--- config.mk ---
export PLATFORM = sky130hd
export DESIGN_NAME = cmo_ctrl
export DESIGN_NICKNAME = d
export VERILOG_FILES = /design/src/inc/cmo_pkg.sv /design/src/core/cmo_ctrl.sv /design/src/core/cmo_err_check.sv
export VERILOG_INCLUDE_DIRS = /design/src /design/src/inc
export SDC_FILE = /design/constraint.sdc
export NUM_CORES = 2
export LEC_CHECK = 0
export ABC_CLOCK_PERIOD_IN_PS = 10200
export BUFFER_PORTS_ARGS = -buffer_cell sky130_fd_sc_hd__buf_2
export CAP_MARGIN = 10
export CORE_MARGIN = 2
export CORE_UTILIZATION = 35
export CTS_CLUSTER_DIAMETER = 100
export CTS_CLUSTER_SIZE = 28
export DETAILED_ROUTE_END_ITERATION = 8
export PLACE_DENSITY = 0.49
export REMOVE_ABC_BUFFERS = 1
export SYNTH_ARGS = -nofsm -noshare
export SYNTH_HDL_FRONTEND = slang
export SYNTH_HIERARCHICAL = 1
export SYNTH_SLANG_ARGS = --single-unit
--- constraint.sdc ---
create_clock -name ref_clk -period 10.2 [get_ports ref_clk]
set_input_delay 2.04 -clock ref_clk [delete_from_list [all_inputs] [get_ports ref_clk]]
set_output_delay 2.04 -clock ref_clk [all_outputs]
set_load 0.1 [all_outputs]
--- src/inc/cmo_consts.svh ---
`ifndef CMO_CONSTS_SVH
`define CMO_CONSTS_SVH

// ----------------------------------------
// Register addresses
// ----------------------------------------
`define CMO_ADDR_PAGE 8'hb1
`define CMO_ADDR_STATUS 8'hb2
`define CMO_ADDR_CTRL 8'hb3
`define CMO_ADDR_IDT1 8'hbc
`define CMO_ADDR_IDT2 8'hbd
`define CMO_ADDR_IDT3 8'hbe
`define CMO_ADDR_IDT4 8'hbf

// ----------------------------------------
// Reset values and sizes
// ----------------------------------------
`define CMO_NUM_OBJ 15
`define CMO_PAGE_RESET 8'h00
`define CMO_CTRL_RESET 8'h00
`define CMO_STATUS_RESET 8'h00

// ----------------------------------------
// Field positions
// ----------------------------------------
`define CMO_PAGE_OBJ_HI 7
`define CMO_PAGE_OBJ_LO 4
`define CMO_CFG_HI 7
`define CMO_CFG_LO 6
`define CMO_REPLY_VALID_BIT 5
`define CMO_IDE_BIT 4
`define CMO_DLC_HI 3
`define CMO_LENGTH_MISMATCH_WARNING_BIT 7
`define CMO_TRANSMIT_COMPLETE_FLAG_BIT 6
`define CMO_RECEIVE_COMPLETE_FLAG_BIT 5
`define CMO_BIT_ERROR_FLAG_BIT 4
`define CMO_STUFFING_ERROR_FLAG_BIT 3
`define CMO_CRC_ERROR_FLAG_BIT 2
`define CMO_FORM_ERROR_FLAG_BIT 1
`define CMO_ACK_ERROR_FLAG_BIT 0

// ----------------------------------------
// Standard-format readable tag bits
// ----------------------------------------
`define CMO_STD_IDT2_MASK 8'he0
`define CMO_STD_IDT3_MASK 8'h00
`define CMO_STD_IDT4_MASK 8'h05

// ----------------------------------------
// Bus checks
// ----------------------------------------
`define CMO_STUFF_LIMIT 3'h5
`define CMO_CRC_POLY 15'h4599
`define CMO_CRC_INIT 15'h0000

`endif

--- src/inc/cmo_pkg.sv ---
package cmo_pkg;

  // Object role selected by the configuration field
  typedef enum logic [1:0] {
    CMO_CFG_OFF = 2'h0,
    CMO_CFG_TX = 2'h1,
    CMO_CFG_RX = 2'h2,
    CMO_CFG_RXBUF = 2'h3
  } cmo_cfg_t;

endpackage

--- src/core/cmo_ctrl.sv ---
`timescale 1ns/1ps
`include "cmo_consts.svh"

// Function
// - Configuration field picks role: off, transmit, receive, buffered receive.
// - Reply-valid bit marks an automatic reply ready after a remote frame.
// - Extension bit picks standard 11-bit or extended 29-bit identifier format.
// - A received frame overwrites the object's data length code unless a control write comes in the same cycle.
// - Received length differing from programmed one sets the mismatch warning.
// - Successful transmission sets the object's transmit-complete flag.
// - Among pending transmit objects the lowest index goes first.
// - Successful reception sets the object's receive-complete flag.
// - A frame hitting several receive objects updates only the lowest index.
// - Transmitter flags bit error on mismatch, except arbitration, ack, error frame.
// - More than five equal consecutive bits flags a stuffing error.
// - CRC over destuffed frame mismatching received CRC flags a CRC error.
// - Illegal bit in CRC delimiter, ack delimiter or end of frame flags form error.
// - No dominant bit in own acknowledge slot flags acknowledge error.
// - Each completion and error flag can raise an interrupt request.
// - Standard format: first tag register holds identifier bits 10 to 3.
// - Standard format: second tag holds bits 2 to 0 high; third tag reserved.
// - Standard format: fourth tag holds remote-request bit 2, reserved-bit-0 bit 0.
// - Extended format: first tag register holds identifier bits 28 to 21.
// - Reserved tag bits read zero in standard format; software never writes them as one.
// - Tag registers have no reset value and keep content until written.
// - Page object number selects object zero to fourteen for the object registers.
module cmo_ctrl
  import cmo_pkg::*;
#(
  parameter int N_OBJ = `CMO_NUM_OBJ
) (
  // Clock and reset
  input wire logic ref_clk,
  input wire logic reset,
  // Special function register access
  input wire logic [7:0] sfr_addr,
  input wire logic sfr_wr,
  input wire logic sfr_rd,
  input wire logic [7:0] sfr_wdata,
  output logic [7:0] sfr_rdata_q,
  // Frame results from the protocol engine
  input wire logic rx_done,
  input wire logic [N_OBJ-1:0] rx_hit,
  input wire logic [3:0] rx_dlc,
  input wire logic rx_rtr,
  input wire logic tx_done,
  input wire logic [3:0] cur_obj,
  // Bit stream for error checks
  input wire logic bit_valid,
  input wire logic rx_bit,
  input wire logic tx_bit,
  input wire logic tx_active,
  input wire logic frame_start,
  input wire logic in_arb,
  input wire logic in_ack_slot,
  input wire logic in_err_frame,
  input wire logic in_stuffed,
  input wire logic stuff_bit,
  input wire logic in_crc_calc,
  input wire logic in_crc_field,
  input wire logic crc_last,
  input wire logic in_fixed_form,
  // Transmit request toward the protocol engine
  output logic tx_pending_q,
  output logic [3:0] tx_obj_q,
  output logic tx_ide_q,
  output logic [28:0] tx_id_q,
  output logic tx_rtr_q,
  output logic [3:0] tx_dlc_q,
  // Object enables and interrupt request
  output logic [N_OBJ-1:0] obj_enable_q,
  output logic irq_req_q
);

  logic [7:0] page_q;
  logic [7:0] ctrl_q [N_OBJ];
  logic [7:0] st_q [N_OBJ];
  logic [7:0] tag_q [N_OBJ][4];
  logic [3:0] sel;
  logic sel_ok;
  logic [N_OBJ-1:0] rx_elig;
  logic [N_OBJ-1:0] rx_upd;
  logic [N_OBJ-1:0] tx_cand;
  logic [N_OBJ-1:0] wr_ctrl;
  logic [N_OBJ-1:0] wr_st;
  logic [N_OBJ-1:0] any_flag;
  logic [3:0] tx_low;
  logic tx_any;
  logic bit_err;
  logic stuff_err;
  logic crc_err;
  logic form_err;
  logic ack_err;
  logic [7:0] rd_d;
  logic [7:0] std_mask;

  // ----------------------------------------
  // Page selection
  // ----------------------------------------
  assign sel = page_q[`CMO_PAGE_OBJ_HI:`CMO_PAGE_OBJ_LO];
  assign sel_ok = (32'(sel) < N_OBJ);

  always_ff @(posedge ref_clk or posedge reset) begin
    if (reset) begin
      page_q <= `CMO_PAGE_RESET;
    end else if (sfr_wr && sfr_addr == `CMO_ADDR_PAGE) begin
      page_q <= sfr_wdata;
    end
  end

  // ----------------------------------------
  // Error detection
  // ----------------------------------------
  cmo_err_check u_err (
    .ref_clk(ref_clk),
    .reset(reset),
    .bit_valid(bit_valid),
    .rx_bit(rx_bit),
    .tx_bit(tx_bit),
    .tx_active(tx_active),
    .frame_start(frame_start),
    .in_arb(in_arb),
    .in_ack_slot(in_ack_slot),
    .in_err_frame(in_err_frame),
    .in_stuffed(in_stuffed),
    .stuff_bit(stuff_bit),
    .in_crc_calc(in_crc_calc),
    .in_crc_field(in_crc_field),
    .crc_last(crc_last),
    .in_fixed_form(in_fixed_form),
    .bit_err_q(bit_err),
    .stuff_err_q(stuff_err),
    .crc_err_q(crc_err),
    .form_err_q(form_err),
    .ack_err_q(ack_err)
  );

  // ----------------------------------------
  // Receive winner: lowest hit index
  // ----------------------------------------
  always_comb begin
    rx_upd = '0;
    for (int i = N_OBJ - 1; i >= 0; i--) begin
      if (rx_done && rx_elig[i] && rx_hit[i]) begin
        rx_upd = '0;
        rx_upd[i] = 1'b1;
      end
    end
  end

  // ----------------------------------------
  // Transmit choice: lowest pending index
  // ----------------------------------------
  always_comb begin
    tx_low = 4'h0;
    tx_any = 1'b0;
    for (int i = N_OBJ - 1; i >= 0; i--) begin
      if (tx_cand[i]) begin
        tx_low = 4'(i);
        tx_any = 1'b1;
      end
    end
  end

  // ----------------------------------------
  // Per-object control, status and tags
  // ----------------------------------------
  for (genvar g = 0; g < N_OBJ; g++) begin : obj
    cmo_cfg_t cfg;
    logic [7:0] set_bits;
    logic own_err;
    logic tx_fin;

    assign cfg = cmo_cfg_t'(ctrl_q[g][`CMO_CFG_HI:`CMO_CFG_LO]);
    assign wr_ctrl[g] = sfr_wr && sel_ok && sfr_addr == `CMO_ADDR_CTRL && sel == 4'(g);
    assign wr_st[g] = sfr_wr && sel_ok && sfr_addr == `CMO_ADDR_STATUS && sel == 4'(g);
    assign rx_elig[g] = obj_enable_q[g] && (cfg == CMO_CFG_RX || cfg == CMO_CFG_RXBUF);
    assign tx_cand[g] = obj_enable_q[g] && cfg == CMO_CFG_TX;
    assign tx_fin = tx_done && tx_pending_q && tx_obj_q == 4'(g);
    assign own_err = cur_obj == 4'(g);
    assign any_flag[g] = |st_q[g];

    always_comb begin
      set_bits = 8'h00;
      set_bits[`CMO_LENGTH_MISMATCH_WARNING_BIT] = rx_upd[g] && rx_dlc != ctrl_q[g][`CMO_DLC_HI:0];
      set_bits[`CMO_TRANSMIT_COMPLETE_FLAG_BIT] = tx_fin;
      set_bits[`CMO_RECEIVE_COMPLETE_FLAG_BIT] = rx_upd[g];
      set_bits[`CMO_BIT_ERROR_FLAG_BIT] = own_err && bit_err;
      set_bits[`CMO_STUFFING_ERROR_FLAG_BIT] = own_err && stuff_err;
      set_bits[`CMO_CRC_ERROR_FLAG_BIT] = own_err && crc_err;
      set_bits[`CMO_FORM_ERROR_FLAG_BIT] = own_err && form_err;
      set_bits[`CMO_ACK_ERROR_FLAG_BIT] = own_err && ack_err;
    end

    // Control byte: software writes, received length, auto reply
    always_ff @(posedge ref_clk or posedge reset) begin
      if (reset) begin
        ctrl_q[g] <= `CMO_CTRL_RESET;
      end else if (wr_ctrl[g]) begin
        ctrl_q[g] <= sfr_wdata;
      end else if (rx_upd[g]) begin
        ctrl_q[g][`CMO_DLC_HI:0] <= rx_dlc;
        if (rx_rtr && ctrl_q[g][`CMO_REPLY_VALID_BIT]) begin
          ctrl_q[g][`CMO_CFG_HI:`CMO_CFG_LO] <= CMO_CFG_TX;
          ctrl_q[g][`CMO_REPLY_VALID_BIT] <= 1'b0;
        end
      end
    end

    // Enable bit follows a configuration write
    always_ff @(posedge ref_clk or posedge reset) begin
      if (reset) begin
        obj_enable_q[g] <= 1'b0;
      end else if (wr_ctrl[g]) begin
        obj_enable_q[g] <= sfr_wdata[`CMO_CFG_HI:`CMO_CFG_LO] != CMO_CFG_OFF;
      end else if (tx_fin) begin
        obj_enable_q[g] <= 1'b0;
      end else if (rx_upd[g] && cfg == CMO_CFG_RX) begin
        obj_enable_q[g] <= rx_rtr && ctrl_q[g][`CMO_REPLY_VALID_BIT];
      end
    end

    // Sticky status: write zero clears, new event wins
    always_ff @(posedge ref_clk or posedge reset) begin
      if (reset) begin
        st_q[g] <= `CMO_STATUS_RESET;
      end else begin
        st_q[g] <= (wr_st[g] ? (st_q[g] & sfr_wdata) : st_q[g]) | set_bits;
      end
    end

    // Identifier tags: no reset
    always_ff @(posedge ref_clk) begin
      for (int k = 0; k < 4; k++) begin
        if (sfr_wr && sel_ok && sel == 4'(g) && sfr_addr == `CMO_ADDR_IDT1 + 8'(k)) begin
          tag_q[g][k] <= sfr_wdata;
        end
      end
    end

    dlc_overwrite_a: assert property (@(posedge ref_clk) disable iff (reset)
      (rx_upd[g] && !wr_ctrl[g]) |=> ctrl_q[g][`CMO_DLC_HI:0] == $past(rx_dlc))
      else $error("received length not stored");

    length_mismatch_warning_set_a: assert property (@(posedge ref_clk) disable iff (reset)
      (rx_upd[g] && rx_dlc != ctrl_q[g][`CMO_DLC_HI:0]) |=> st_q[g][`CMO_LENGTH_MISMATCH_WARNING_BIT])
      else $error("length mismatch not flagged");

    transmit_complete_flag_set_a: assert property (@(posedge ref_clk) disable iff (reset)
      tx_fin |=> st_q[g][`CMO_TRANSMIT_COMPLETE_FLAG_BIT] && (!obj_enable_q[g] || $past(wr_ctrl[g])))
      else $error("transmit completion not flagged");

    receive_complete_flag_set_a: assert property (@(posedge ref_clk) disable iff (reset)
      rx_upd[g] |=> st_q[g][`CMO_RECEIVE_COMPLETE_FLAG_BIT])
      else $error("receive completion not flagged");

    flag_sticky_a: assert property (@(posedge ref_clk) disable iff (reset)
      !wr_st[g] |=> (st_q[g] & $past(st_q[g])) == $past(st_q[g]))
      else $error("status flag cleared without write");

    enable_write_a: assert property (@(posedge ref_clk) disable iff (reset)
      (wr_ctrl[g] && sfr_wdata[`CMO_CFG_HI:`CMO_CFG_LO] != 2'h0) |=> obj_enable_q[g])
      else $error("configuration write did not enable object");
  end

  // ----------------------------------------
  // Transmit request toward the engine
  // ----------------------------------------
  always_ff @(posedge ref_clk or posedge reset) begin
    if (reset) begin
      tx_pending_q <= 1'b0;
      tx_obj_q <= 4'h0;
      tx_ide_q <= 1'b0;
      tx_id_q <= 29'h0000000;
      tx_rtr_q <= 1'b0;
      tx_dlc_q <= 4'h0;
    end else begin
      tx_pending_q <= tx_any && !tx_done;
      tx_obj_q <= tx_low;
      tx_ide_q <= ctrl_q[tx_low][`CMO_IDE_BIT];
      tx_dlc_q <= ctrl_q[tx_low][`CMO_DLC_HI:0];
      tx_rtr_q <= tag_q[tx_low][3][2];
      if (ctrl_q[tx_low][`CMO_IDE_BIT]) begin
        tx_id_q <= {tag_q[tx_low][0], tag_q[tx_low][1], tag_q[tx_low][2], tag_q[tx_low][3][7:3]};
      end else begin
        tx_id_q <= {18'h00000, tag_q[tx_low][0], tag_q[tx_low][1][7:5]};
      end
    end
  end

  // ----------------------------------------
  // Interrupt request
  // ----------------------------------------
  always_ff @(posedge ref_clk or posedge reset) begin
    if (reset) begin
      irq_req_q <= 1'b0;
    end else begin
      irq_req_q <= |any_flag;
    end
  end

  // ----------------------------------------
  // Register read
  // ----------------------------------------
  always_comb begin
    std_mask = 8'hff;
    unique case (sfr_addr)
      `CMO_ADDR_IDT2: std_mask = `CMO_STD_IDT2_MASK;
      `CMO_ADDR_IDT3: std_mask = `CMO_STD_IDT3_MASK;
      `CMO_ADDR_IDT4: std_mask = `CMO_STD_IDT4_MASK;
      default: std_mask = 8'hff;
    endcase
    rd_d = 8'h00;
    if (sfr_addr == `CMO_ADDR_PAGE) begin
      rd_d = page_q;
    end else if (sel_ok) begin
      unique case (sfr_addr)
        `CMO_ADDR_CTRL: rd_d = ctrl_q[sel];
        `CMO_ADDR_STATUS: rd_d = st_q[sel];
        `CMO_ADDR_IDT1, `CMO_ADDR_IDT2, `CMO_ADDR_IDT3, `CMO_ADDR_IDT4: begin
          rd_d = tag_q[sel][sfr_addr[1:0]];
          if (!ctrl_q[sel][`CMO_IDE_BIT]) begin
            rd_d = rd_d & std_mask;
          end
        end
        default: rd_d = 8'h00;
      endcase
    end
  end

  always_ff @(posedge ref_clk or posedge reset) begin
    if (reset) begin
      sfr_rdata_q <= 8'h00;
    end else if (sfr_rd) begin
      sfr_rdata_q <= rd_d;
    end
  end

  tx_lowest_a: assert property (@(posedge ref_clk) disable iff (reset)
    tx_pending_q |-> (($past(tx_cand) >> tx_obj_q) & 15'h0001) != '0
      && ($past(tx_cand) & ((15'h0001 << tx_obj_q) - 15'h0001)) == '0)
    else $error("transmit object not the lowest pending one");

  rx_lowest_a: assert property (@(posedge ref_clk) disable iff (reset)
    (rx_upd != '0) |-> $onehot(rx_upd) && ((rx_upd - 1'b1) & rx_elig & rx_hit) == '0)
    else $error("receive update not on lowest hit");

  std_tag4_read_a: assert property (@(posedge ref_clk) disable iff (reset)
    (sfr_rd && sfr_addr == `CMO_ADDR_IDT4 && sel_ok && !ctrl_q[sel][`CMO_IDE_BIT])
      |=> (sfr_rdata_q & ~`CMO_STD_IDT4_MASK) == 8'h00)
    else $error("reserved standard tag bits read as one");

  irq_follow_a: assert property (@(posedge ref_clk) disable iff (reset)
    (|any_flag) |=> irq_req_q)
    else $error("set flag raised no interrupt request");

endmodule

--- src/core/cmo_err_check.sv ---
`timescale 1ns/1ps
`include "cmo_consts.svh"

module cmo_err_check
  import cmo_pkg::*;
(
  // Clock and reset
  input wire logic ref_clk,
  input wire logic reset,
  // Bit stream from the protocol engine
  input wire logic bit_valid,
  input wire logic rx_bit,
  input wire logic tx_bit,
  input wire logic tx_active,
  input wire logic frame_start,
  // Frame field markers
  input wire logic in_arb,
  input wire logic in_ack_slot,
  input wire logic in_err_frame,
  input wire logic in_stuffed,
  input wire logic stuff_bit,
  input wire logic in_crc_calc,
  input wire logic in_crc_field,
  input wire logic crc_last,
  input wire logic in_fixed_form,
  // Error pulses
  output logic bit_err_q,
  output logic stuff_err_q,
  output logic crc_err_q,
  output logic form_err_q,
  output logic ack_err_q
);

  logic [2:0] run_cnt_q;
  logic last_bit_q;
  logic [14:0] crc_q;
  logic [14:0] rcv_q;
  logic fb;

  assign fb = rx_bit ^ crc_q[14];

  // ----------------------------------------
  // Bit, form and acknowledge errors
  // ----------------------------------------
  always_ff @(posedge ref_clk or posedge reset) begin
    if (reset) begin
      bit_err_q <= 1'b0;
      form_err_q <= 1'b0;
      ack_err_q <= 1'b0;
    end else begin
      bit_err_q <= bit_valid && tx_active && (rx_bit != tx_bit)
                   && !(in_arb && tx_bit && !rx_bit)
                   && !(in_ack_slot && !rx_bit)
                   && !(in_err_frame && !rx_bit);
      form_err_q <= bit_valid && in_fixed_form && !rx_bit;
      ack_err_q <= bit_valid && tx_active && in_ack_slot && rx_bit;
    end
  end

  // ----------------------------------------
  // Stuffing check
  // ----------------------------------------
  always_ff @(posedge ref_clk or posedge reset) begin
    if (reset) begin
      run_cnt_q <= 3'h0;
      last_bit_q <= 1'b1;
      stuff_err_q <= 1'b0;
    end else begin
      stuff_err_q <= 1'b0;
      if (frame_start) begin
        run_cnt_q <= 3'h0;
        last_bit_q <= 1'b1;
      end else if (bit_valid && in_stuffed) begin
        last_bit_q <= rx_bit;
        if (rx_bit == last_bit_q && run_cnt_q != 3'h0) begin
          if (run_cnt_q >= `CMO_STUFF_LIMIT) begin
            stuff_err_q <= 1'b1;
          end else begin
            run_cnt_q <= run_cnt_q + 3'h1;
          end
        end else begin
          run_cnt_q <= 3'h1;
        end
      end
    end
  end

  // ----------------------------------------
  // CRC over destuffed bits
  // ----------------------------------------
  always_ff @(posedge ref_clk or posedge reset) begin
    if (reset) begin
      crc_q <= `CMO_CRC_INIT;
      rcv_q <= `CMO_CRC_INIT;
      crc_err_q <= 1'b0;
    end else begin
      crc_err_q <= 1'b0;
      if (frame_start) begin
        crc_q <= `CMO_CRC_INIT;
        rcv_q <= `CMO_CRC_INIT;
      end else if (bit_valid && !stuff_bit) begin
        if (in_crc_calc) begin
          crc_q <= {crc_q[13:0], 1'b0} ^ (fb ? `CMO_CRC_POLY : 15'h0000);
        end
        if (in_crc_field) begin
          rcv_q <= {rcv_q[13:0], rx_bit};
          if (crc_last) begin
            crc_err_q <= ({rcv_q[13:0], rx_bit} != crc_q);
          end
        end
      end
    end
  end

  stuff_err_a: assert property (@(posedge ref_clk) disable iff (reset)
    stuff_err_q |-> $past(run_cnt_q) == `CMO_STUFF_LIMIT && $past(rx_bit) == $past(last_bit_q))
    else $error("stuffing error without six equal bits");

  ack_err_a: assert property (@(posedge ref_clk) disable iff (reset)
    (bit_valid && tx_active && in_ack_slot && rx_bit) |=> ack_err_q)
    else $error("recessive acknowledge slot not flagged");

endmodule

* After elaboration in Yosys (flattened, before gate mapping)
Memory sizes are Yosys's and may differ from the RTL's.
Cells that the tools add are included.
** Storage, ports and cells
- Bits in registers :: 350
- Memory bits (writable) :: 480
- Output and inout port bits :: 64
- Word-level logic and storage cells :: 1061
- Memories kept :: 1
** Operators by class
- $add $sub $neg :: 1
- $lt $le $gt $ge :: 5
- Eq/ne operators :: 113
- Multiplexer cells :: 381
- Bitwise gates (word level) :: 36
- Reductions and logical operators :: 431
** Memories
- tag_q :: depth 15, bits a word 32, read ports 2, clocked after memory_dff 0, write ports 1, RTL line cmo_ctrl.sv:78 : logic [7:0] tag_q [N_OBJ][4];
** Operator list (number)
- $mux 32 :: 14
- $reduce_or 32->1 :: 14
- $logic_and 1x1->1 :: 322
- $mux 4 :: 73
- $mux 15 :: 19
- $mux 8 :: 24
- $mux 1 :: 190
- $mux 3 :: 49
- $and 8x8->8 :: 16
- $or 8x8->8 :: 15
- $reduce_or 120->1 :: 1
- $bmux 8 s4 :: 3
- $eq 4x4->1 const B :: 21
- $reduce_bool 2->1 :: 35
- $eq 2x2->1 const B :: 30
- $ne 4x4->1 :: 15
- $eq 8x8->1 const B :: 7
- $eq 4x3->1 const B :: 12
- $pmux 8 s3 :: 2
- $reduce_bool 3->1 :: 16
- $mux 14 :: 3
- $reduce_and 2->1 :: 18
- $eq 2x1->1 const B :: 15
- $mux 29 :: 1
- 20 further kinds :: 52

* Logic depth before layout (Yosys ltp)
- Word-level depth :: 24
- Depth in mapped cells :: 14

* Hierarchy
The synthesis kept the hierarchy.
** By module, submodules not included
- cmo_ctrl :: times used 1, cells an instance 3314, area an instance 39675.6 um^2
- cmo_err_check :: times used 1, cells an instance 201, area an instance 1946.9 um^2

* Worst setup path after synthesis
OpenSTA, ideal clock, no wires.
- Kind :: input to register
- Start point :: input port rx_done
- End point :: register obj_enable_q[11]
- Arrival :: 3.844 ns
- Slack :: 6.223 ns
- Cell stages on the path :: 10
- Buffers on the path :: 1
- Path through :: clkbuf_1 nand4_1 and3_1 nand4_1 nor3_1 inv_1 nor2_1 nand4_1 nand4_1 o21ai_0
** On the way
- Word-level cells in the longest chain between the ends :: 18
** RTL lines
- from (decl) :: RTL line cmo_ctrl.sv:42 : input wire logic rx_done,
- $logic_and 1x1->1 (2 in a row) :: RTL line cmo_ctrl.sv:144 : if (rx_done && rx_elig[i] && rx_hit[i]) begin
- $mux 15 (13 in a row) :: RTL line cmo_ctrl.sv:144
- $mux 15 * :: RTL line cmo_ctrl.sv:144
- $logic_and 1x1->1 * :: RTL line cmo_ctrl.sv:218 : end else if (rx_upd[g] && cfg == CMO_CFG_RX) begin
- $reduce_bool 3->1 (no line) *
- to (signal, indexed assignment) :: RTL line cmo_ctrl.sv:219 : obj_enable_q[g] <= rx_rtr && ctrl_q[g][`CMO_REPLY_VALID_BIT];
- to (decl) :: RTL line cmo_ctrl.sv:71 : output logic [N_OBJ-1:0] obj_enable_q,
Every way passes the cells marked *; elsewhere a longest branch is shown, timed or not.
A chain may end at the register's enable or synchronous reset.

* Worst setup path in the final report
- Start point :: register ctrl_q[23] (netlist name)
- End point :: register tx_id_q[5]
** On the way
- Word-level cells in the longest chain between the ends :: 20
** RTL lines
- from (decl) :: RTL line cmo_ctrl.sv:76 : logic [7:0] ctrl_q [N_OBJ];
- from (signal, indexed assignment) :: RTL line cmo_ctrl.sv:198 : ctrl_q[g] <= `CMO_CTRL_RESET;
- from (signal, indexed assignment) :: RTL line cmo_ctrl.sv:200 : ctrl_q[g] <= sfr_wdata;
- from (signal, indexed assignment) :: RTL line cmo_ctrl.sv:202 : ctrl_q[g][`CMO_DLC_HI:0] <= rx_dlc;
- $eq 2x1->1 * :: RTL line cmo_ctrl.sv:178 : assign tx_cand[g] = obj_enable_q[g] && cfg == CMO_CFG_TX;
- $logic_and 1x1->1 * :: RTL line cmo_ctrl.sv:178
- $mux 4 * (13 in a row) :: RTL line cmo_ctrl.sv:158 : if (tx_cand[i]) begin
- $not 4->5 (implied by the code) :: RTL line cmo_ctrl.sv:283 : if (ctrl_q[tx_low][`CMO_IDE_BIT]) begin
- $bmux 8 s4 :: RTL line cmo_ctrl.sv:283
- $mux 5 (implied by the code) (2 in a row) :: RTL line cmo_ctrl.sv:283
- $mux 29 * :: RTL line cmo_ctrl.sv:283
- to (signal assigned) :: RTL line cmo_ctrl.sv:284 : tx_id_q <= {tag_q[tx_low][0], tag_q[tx_low][1], tag_q[tx_low][2], tag_q[tx_low][3][7:3]};
- to (signal assigned) :: RTL line cmo_ctrl.sv:286 : tx_id_q <= {18'h00000, tag_q[tx_low][0], tag_q[tx_low][1][7:5]};
- to (decl) :: RTL line cmo_ctrl.sv:67 : output logic [28:0] tx_id_q,
Every way passes the cells marked *; elsewhere a longest branch is shown, timed or not. The select of a mux whose other input is x is not followed.

==> impl_metrics.toml <==
[status]
outcome = "finished clean"

[yosys]
ys_ff_latch = 830
syn_avg_cell_area_sq_um = 11.8
synth_cell_types = 76
yosys-top-cells-area = "edfxtp_1 (35%), dfrtp_1 (21%), mux4_2 (12%)"
synth_top_area_share_pct = 34.6
synth_flop_cell = "edfxtp_1"
syn_inst = 3515
synth-edff-count = 480
yosysWarnings = 6
synth-async-reset-ratio_pct = 42.2
synth_area_sq_um = 41600
yosysTopAreaCell = "edfxtp_1"
seq_area_frac_synth_pct = 55.7

[worst_setup_path]
regToRegStartpoint = "ctrl_q[23]"
path_class = "flip-flop to flip-flop"
cp_max_fo = 54
max_stage_delay_ns = 0.78
rrSetupSlack_ns = 5.17
crit_required_ns = 10.70
path_cells = "nand3b_1 -> a221oi_2 -> o21ai_4 -> buf_4 -> o211ai_4 -> buf_4 -> buf_4 -> mux2i_1 -> mux2i_1 -> a32o_1 -> a211oi_1 -> mux2i_1"
crit_end = "tx_id_q[5]"
crit_start = "ctrl_q[23]"
reg2reg_to = "tx_id_q[5]"
slowest_stage = "o211ai_4"
cp-end-kind = "flip-flop"
worstPathArrival_ns = 5.53
ff2ff_path_depth = 12
start_kind = "flip-flop"

[sta]
setup_tns_ns = 0
hold_violations = 0
max_freq_ghz = 0.199
setup_viol = 0
rsz0062_at_grt = "false"
finalCriticalPeriod_ns = 5.03
skew_ns = 0.0292
worstMarginPinSlew_ns = 1.26
max_slew_margin_pct = 15.8
min_period_over_period_pct = 49.3
maxSlewViolCount = 0

[pwr]
clockPowerShare_pct = 32.2
cellLeakagePower_nw = 16.5
total_power_mw = 6.18
sw_frac_of_total_pct = 26.0
pwr-share-comb_pct = 8.6
peakVddDrop_uv = 101
intPower_mw = 4.58
p_switching_mw = 1.60
power.share.sequential_pct = 59.2
power_density_nw_per_um2 = 138

[route]
num_vias = 30052
routedWlPerCell_um = 29.0
wl_mm = 147
vias_per_cell = 5.95
drc = 0
drtAntennaViolNets = 0
drtIter0Drc = 3196
firstDrtPassIters = 7

[global_route]
grt_max_degree = 139
grt_usage_pct = 23.7
grt.overflow.total = 0
grt_pass1_wl_mm = 212
grt_pass1_vias = 29029
antenna_found_initial = 2

[die]
die_y_um = 349
row_count = 126
io_pins = 124
die_width_um = 349
start_util_pct = 35.2
core_area_sq_um = 118000
die-area_sq_um = 122000

[finish]
ff_latch_area_sq_um = 23200
syn_to_final_growth_pct = 7.79
fin_cells = 5048
layout-drive-gt1-share_pct = 15.3
multi_input_area_sq_um = 17300
nNetsFinal = 3545
fillers = 11473

[clocking]
cts_resized = 0
cts.sinks = 830
cts-root-buf = "clkbuf_16"
numCtsBuffers = 38
clkTransAtPathRegs_ns = 0.12
cts_buffer_depth = 3
htree_num_levels = 2
cts_tree = "built"
clk_latency_ns = 0.67
holdBufCountCts = 0
cts_setup_buffers = 0

[placed_design]
port_buffers = 123
placed_cells = 4977
finalWeightedCongestion = 0.902
dpl.hpwl_mm = 95.1

[job]
timing.max_cap.violations = 0

[worst_hold_path]
hold_path_class = "flip-flop to flip-flop"
-- stage by stage --
step / util [%] / hold WS, ns / worst slack, ns / cell area, sq um
after detailed placement: 36.9 / 0.486 / 5.09 / 43600
after floorplan: - / 0.462 / -0.469 / 40500
final: 38.0 / 0.510 / 5.17 / 44900
after CTS: 38.0 / 0.512 / 5.21 / 44900
after global placement: 36.9 / 0.483 / 5.09 / 43600
after global routing: 38.0 / 0.548 / 4.99 / 44900
-- cell usage in the layout, fill, tap and decap left out, types with 13 or more instances in the layout --
master,n
a221oi_1,14
nor4_1,43
clkbuf_1,13
clkbuf_16,41
dfrtp_1,345
mux2i_1,135
mux2_2,28
buf_2,117
nand3b_1,20
mux4_2,227
and3_1,48
nand2_1,681
inv_1,19
buf_4,63
xor2_1,60
xnor2_1,21
a21oi_1,158
a31oi_1,49
a221o_1,31
nor2_1,190
nor3_1,17
nand4_1,58
a22oi_1,18
nand3_1,119
edfxtp_1,480
o211ai_1,15
o21ai_0,312
-- synthesized netlist by cell type (5+ instances only) --
library cell,instances
clkbuf_1,135
buf_2,78
mux4_2,227
o2111ai_1,7
buf_4,17
nor3b_1,5
nand3b_1,20
and3b_1,10
mux2_2,28
edfxtp_1,480
dfrtp_1,349
o21ai_1,7
nand2_1,682
a21oi_1,158
nor2_1,195
a221o_1,31
xnor2_1,21
nor4_1,43
o211ai_1,15
nand3_1,119
xor2_1,60
inv_1,20
a221oi_1,14
a22oi_1,18
nor4_2,7
nor3_1,19
buf_1,24
a211oi_1,12
nand2b_1,10
a31oi_1,49
nor2b_1,11
o41ai_1,10
and3_1,48
nand4_1,58
and4_1,6
o21ai_0,312
mux2i_1,135
-- state kept, by name, indices dropped and copies added, names as in the netlist, 3 cells and up --
register / count
st_q: 120
page_q: 8
tag_q: 480
tx_obj_q: 4
sfr_rdata_q: 8
u_err/run_cnt_q: 3
u_err/crc_q: 15
obj_enable_q: 15
tx_id_q: 29
u_err/rcv_q: 14
ctrl_q: 120
tx_dlc_q: 4
-- layer usage --
metal / track usage, % / up-vias / wire length [um]
met5: 0 / - / 13
met4: 6.55 / 2 / 4070
met3: 4.00 / 178 / 11100
met2: 37.7 / 1321 / 68100
met1: 33.5 / 15496 / 63300
li1: - / 13055 / -
-- cells by family after synthesis --
kind of cell               synth area share (%)
xor gates and xnor gates                   1.84
muxes                                      16.3
adders and majority gates                0.0902
DFF                                        55.7
buffers and inverters                      2.97
and+or+nand+nor                            13.6
AOI/OAI and AO/OA                          9.50
-- power by group through the flow --
stage | clock network, mW | registers (mW) | logic (mW)
after floorplan | 0 | 3.78 | 0.259
after global routing | 2.13 | 3.67 | 0.565
after CTS | 2.03 | 3.66 | 0.532
final | 1.99 | 3.66 | 0.531
after detailed placement | 0 | 3.73 | 0.531
after global placement | 0 | 3.73 | 0.529
-- worst max-delay path, delay by kind of cell (launching register included) --
family	cells	cell delay, ns
simple gates	1	0.26
compound gates	5	2.14
buf+inv	3	1.45
mux	3	0.48
flops	1	0.45
-- area by class of cell --
type	count	area share, %
Inverter	23	0.223
Clock inverter	14	0.343
Clock buffer	55	2.43
Timing Repair Buffer	184	2.52
Multi-Input combinational cell	2405	38.5
Sequential cell	830	51.7
Tap cell	1536	4.28
Antenna cell	1	0.00558
-- worst min path at each step --
stage,from,to,slack (ns),cells after the start
2_1_floorplan,ctrl_q[44],ctrl_q[44],0.46,2
3_3_place_gp,ctrl_q[76],ctrl_q[76],0.48,2
3_5_place_dp,ctrl_q[76],ctrl_q[76],0.49,2
4_1_cts,ctrl_q[76],ctrl_q[76],0.51,2
5_1_grt,page_q[3],page_q[3],0.55,1
6_report,ctrl_q[76],ctrl_q[76],0.51,2
No activity file was read; power rests on OpenSTA's default activity.
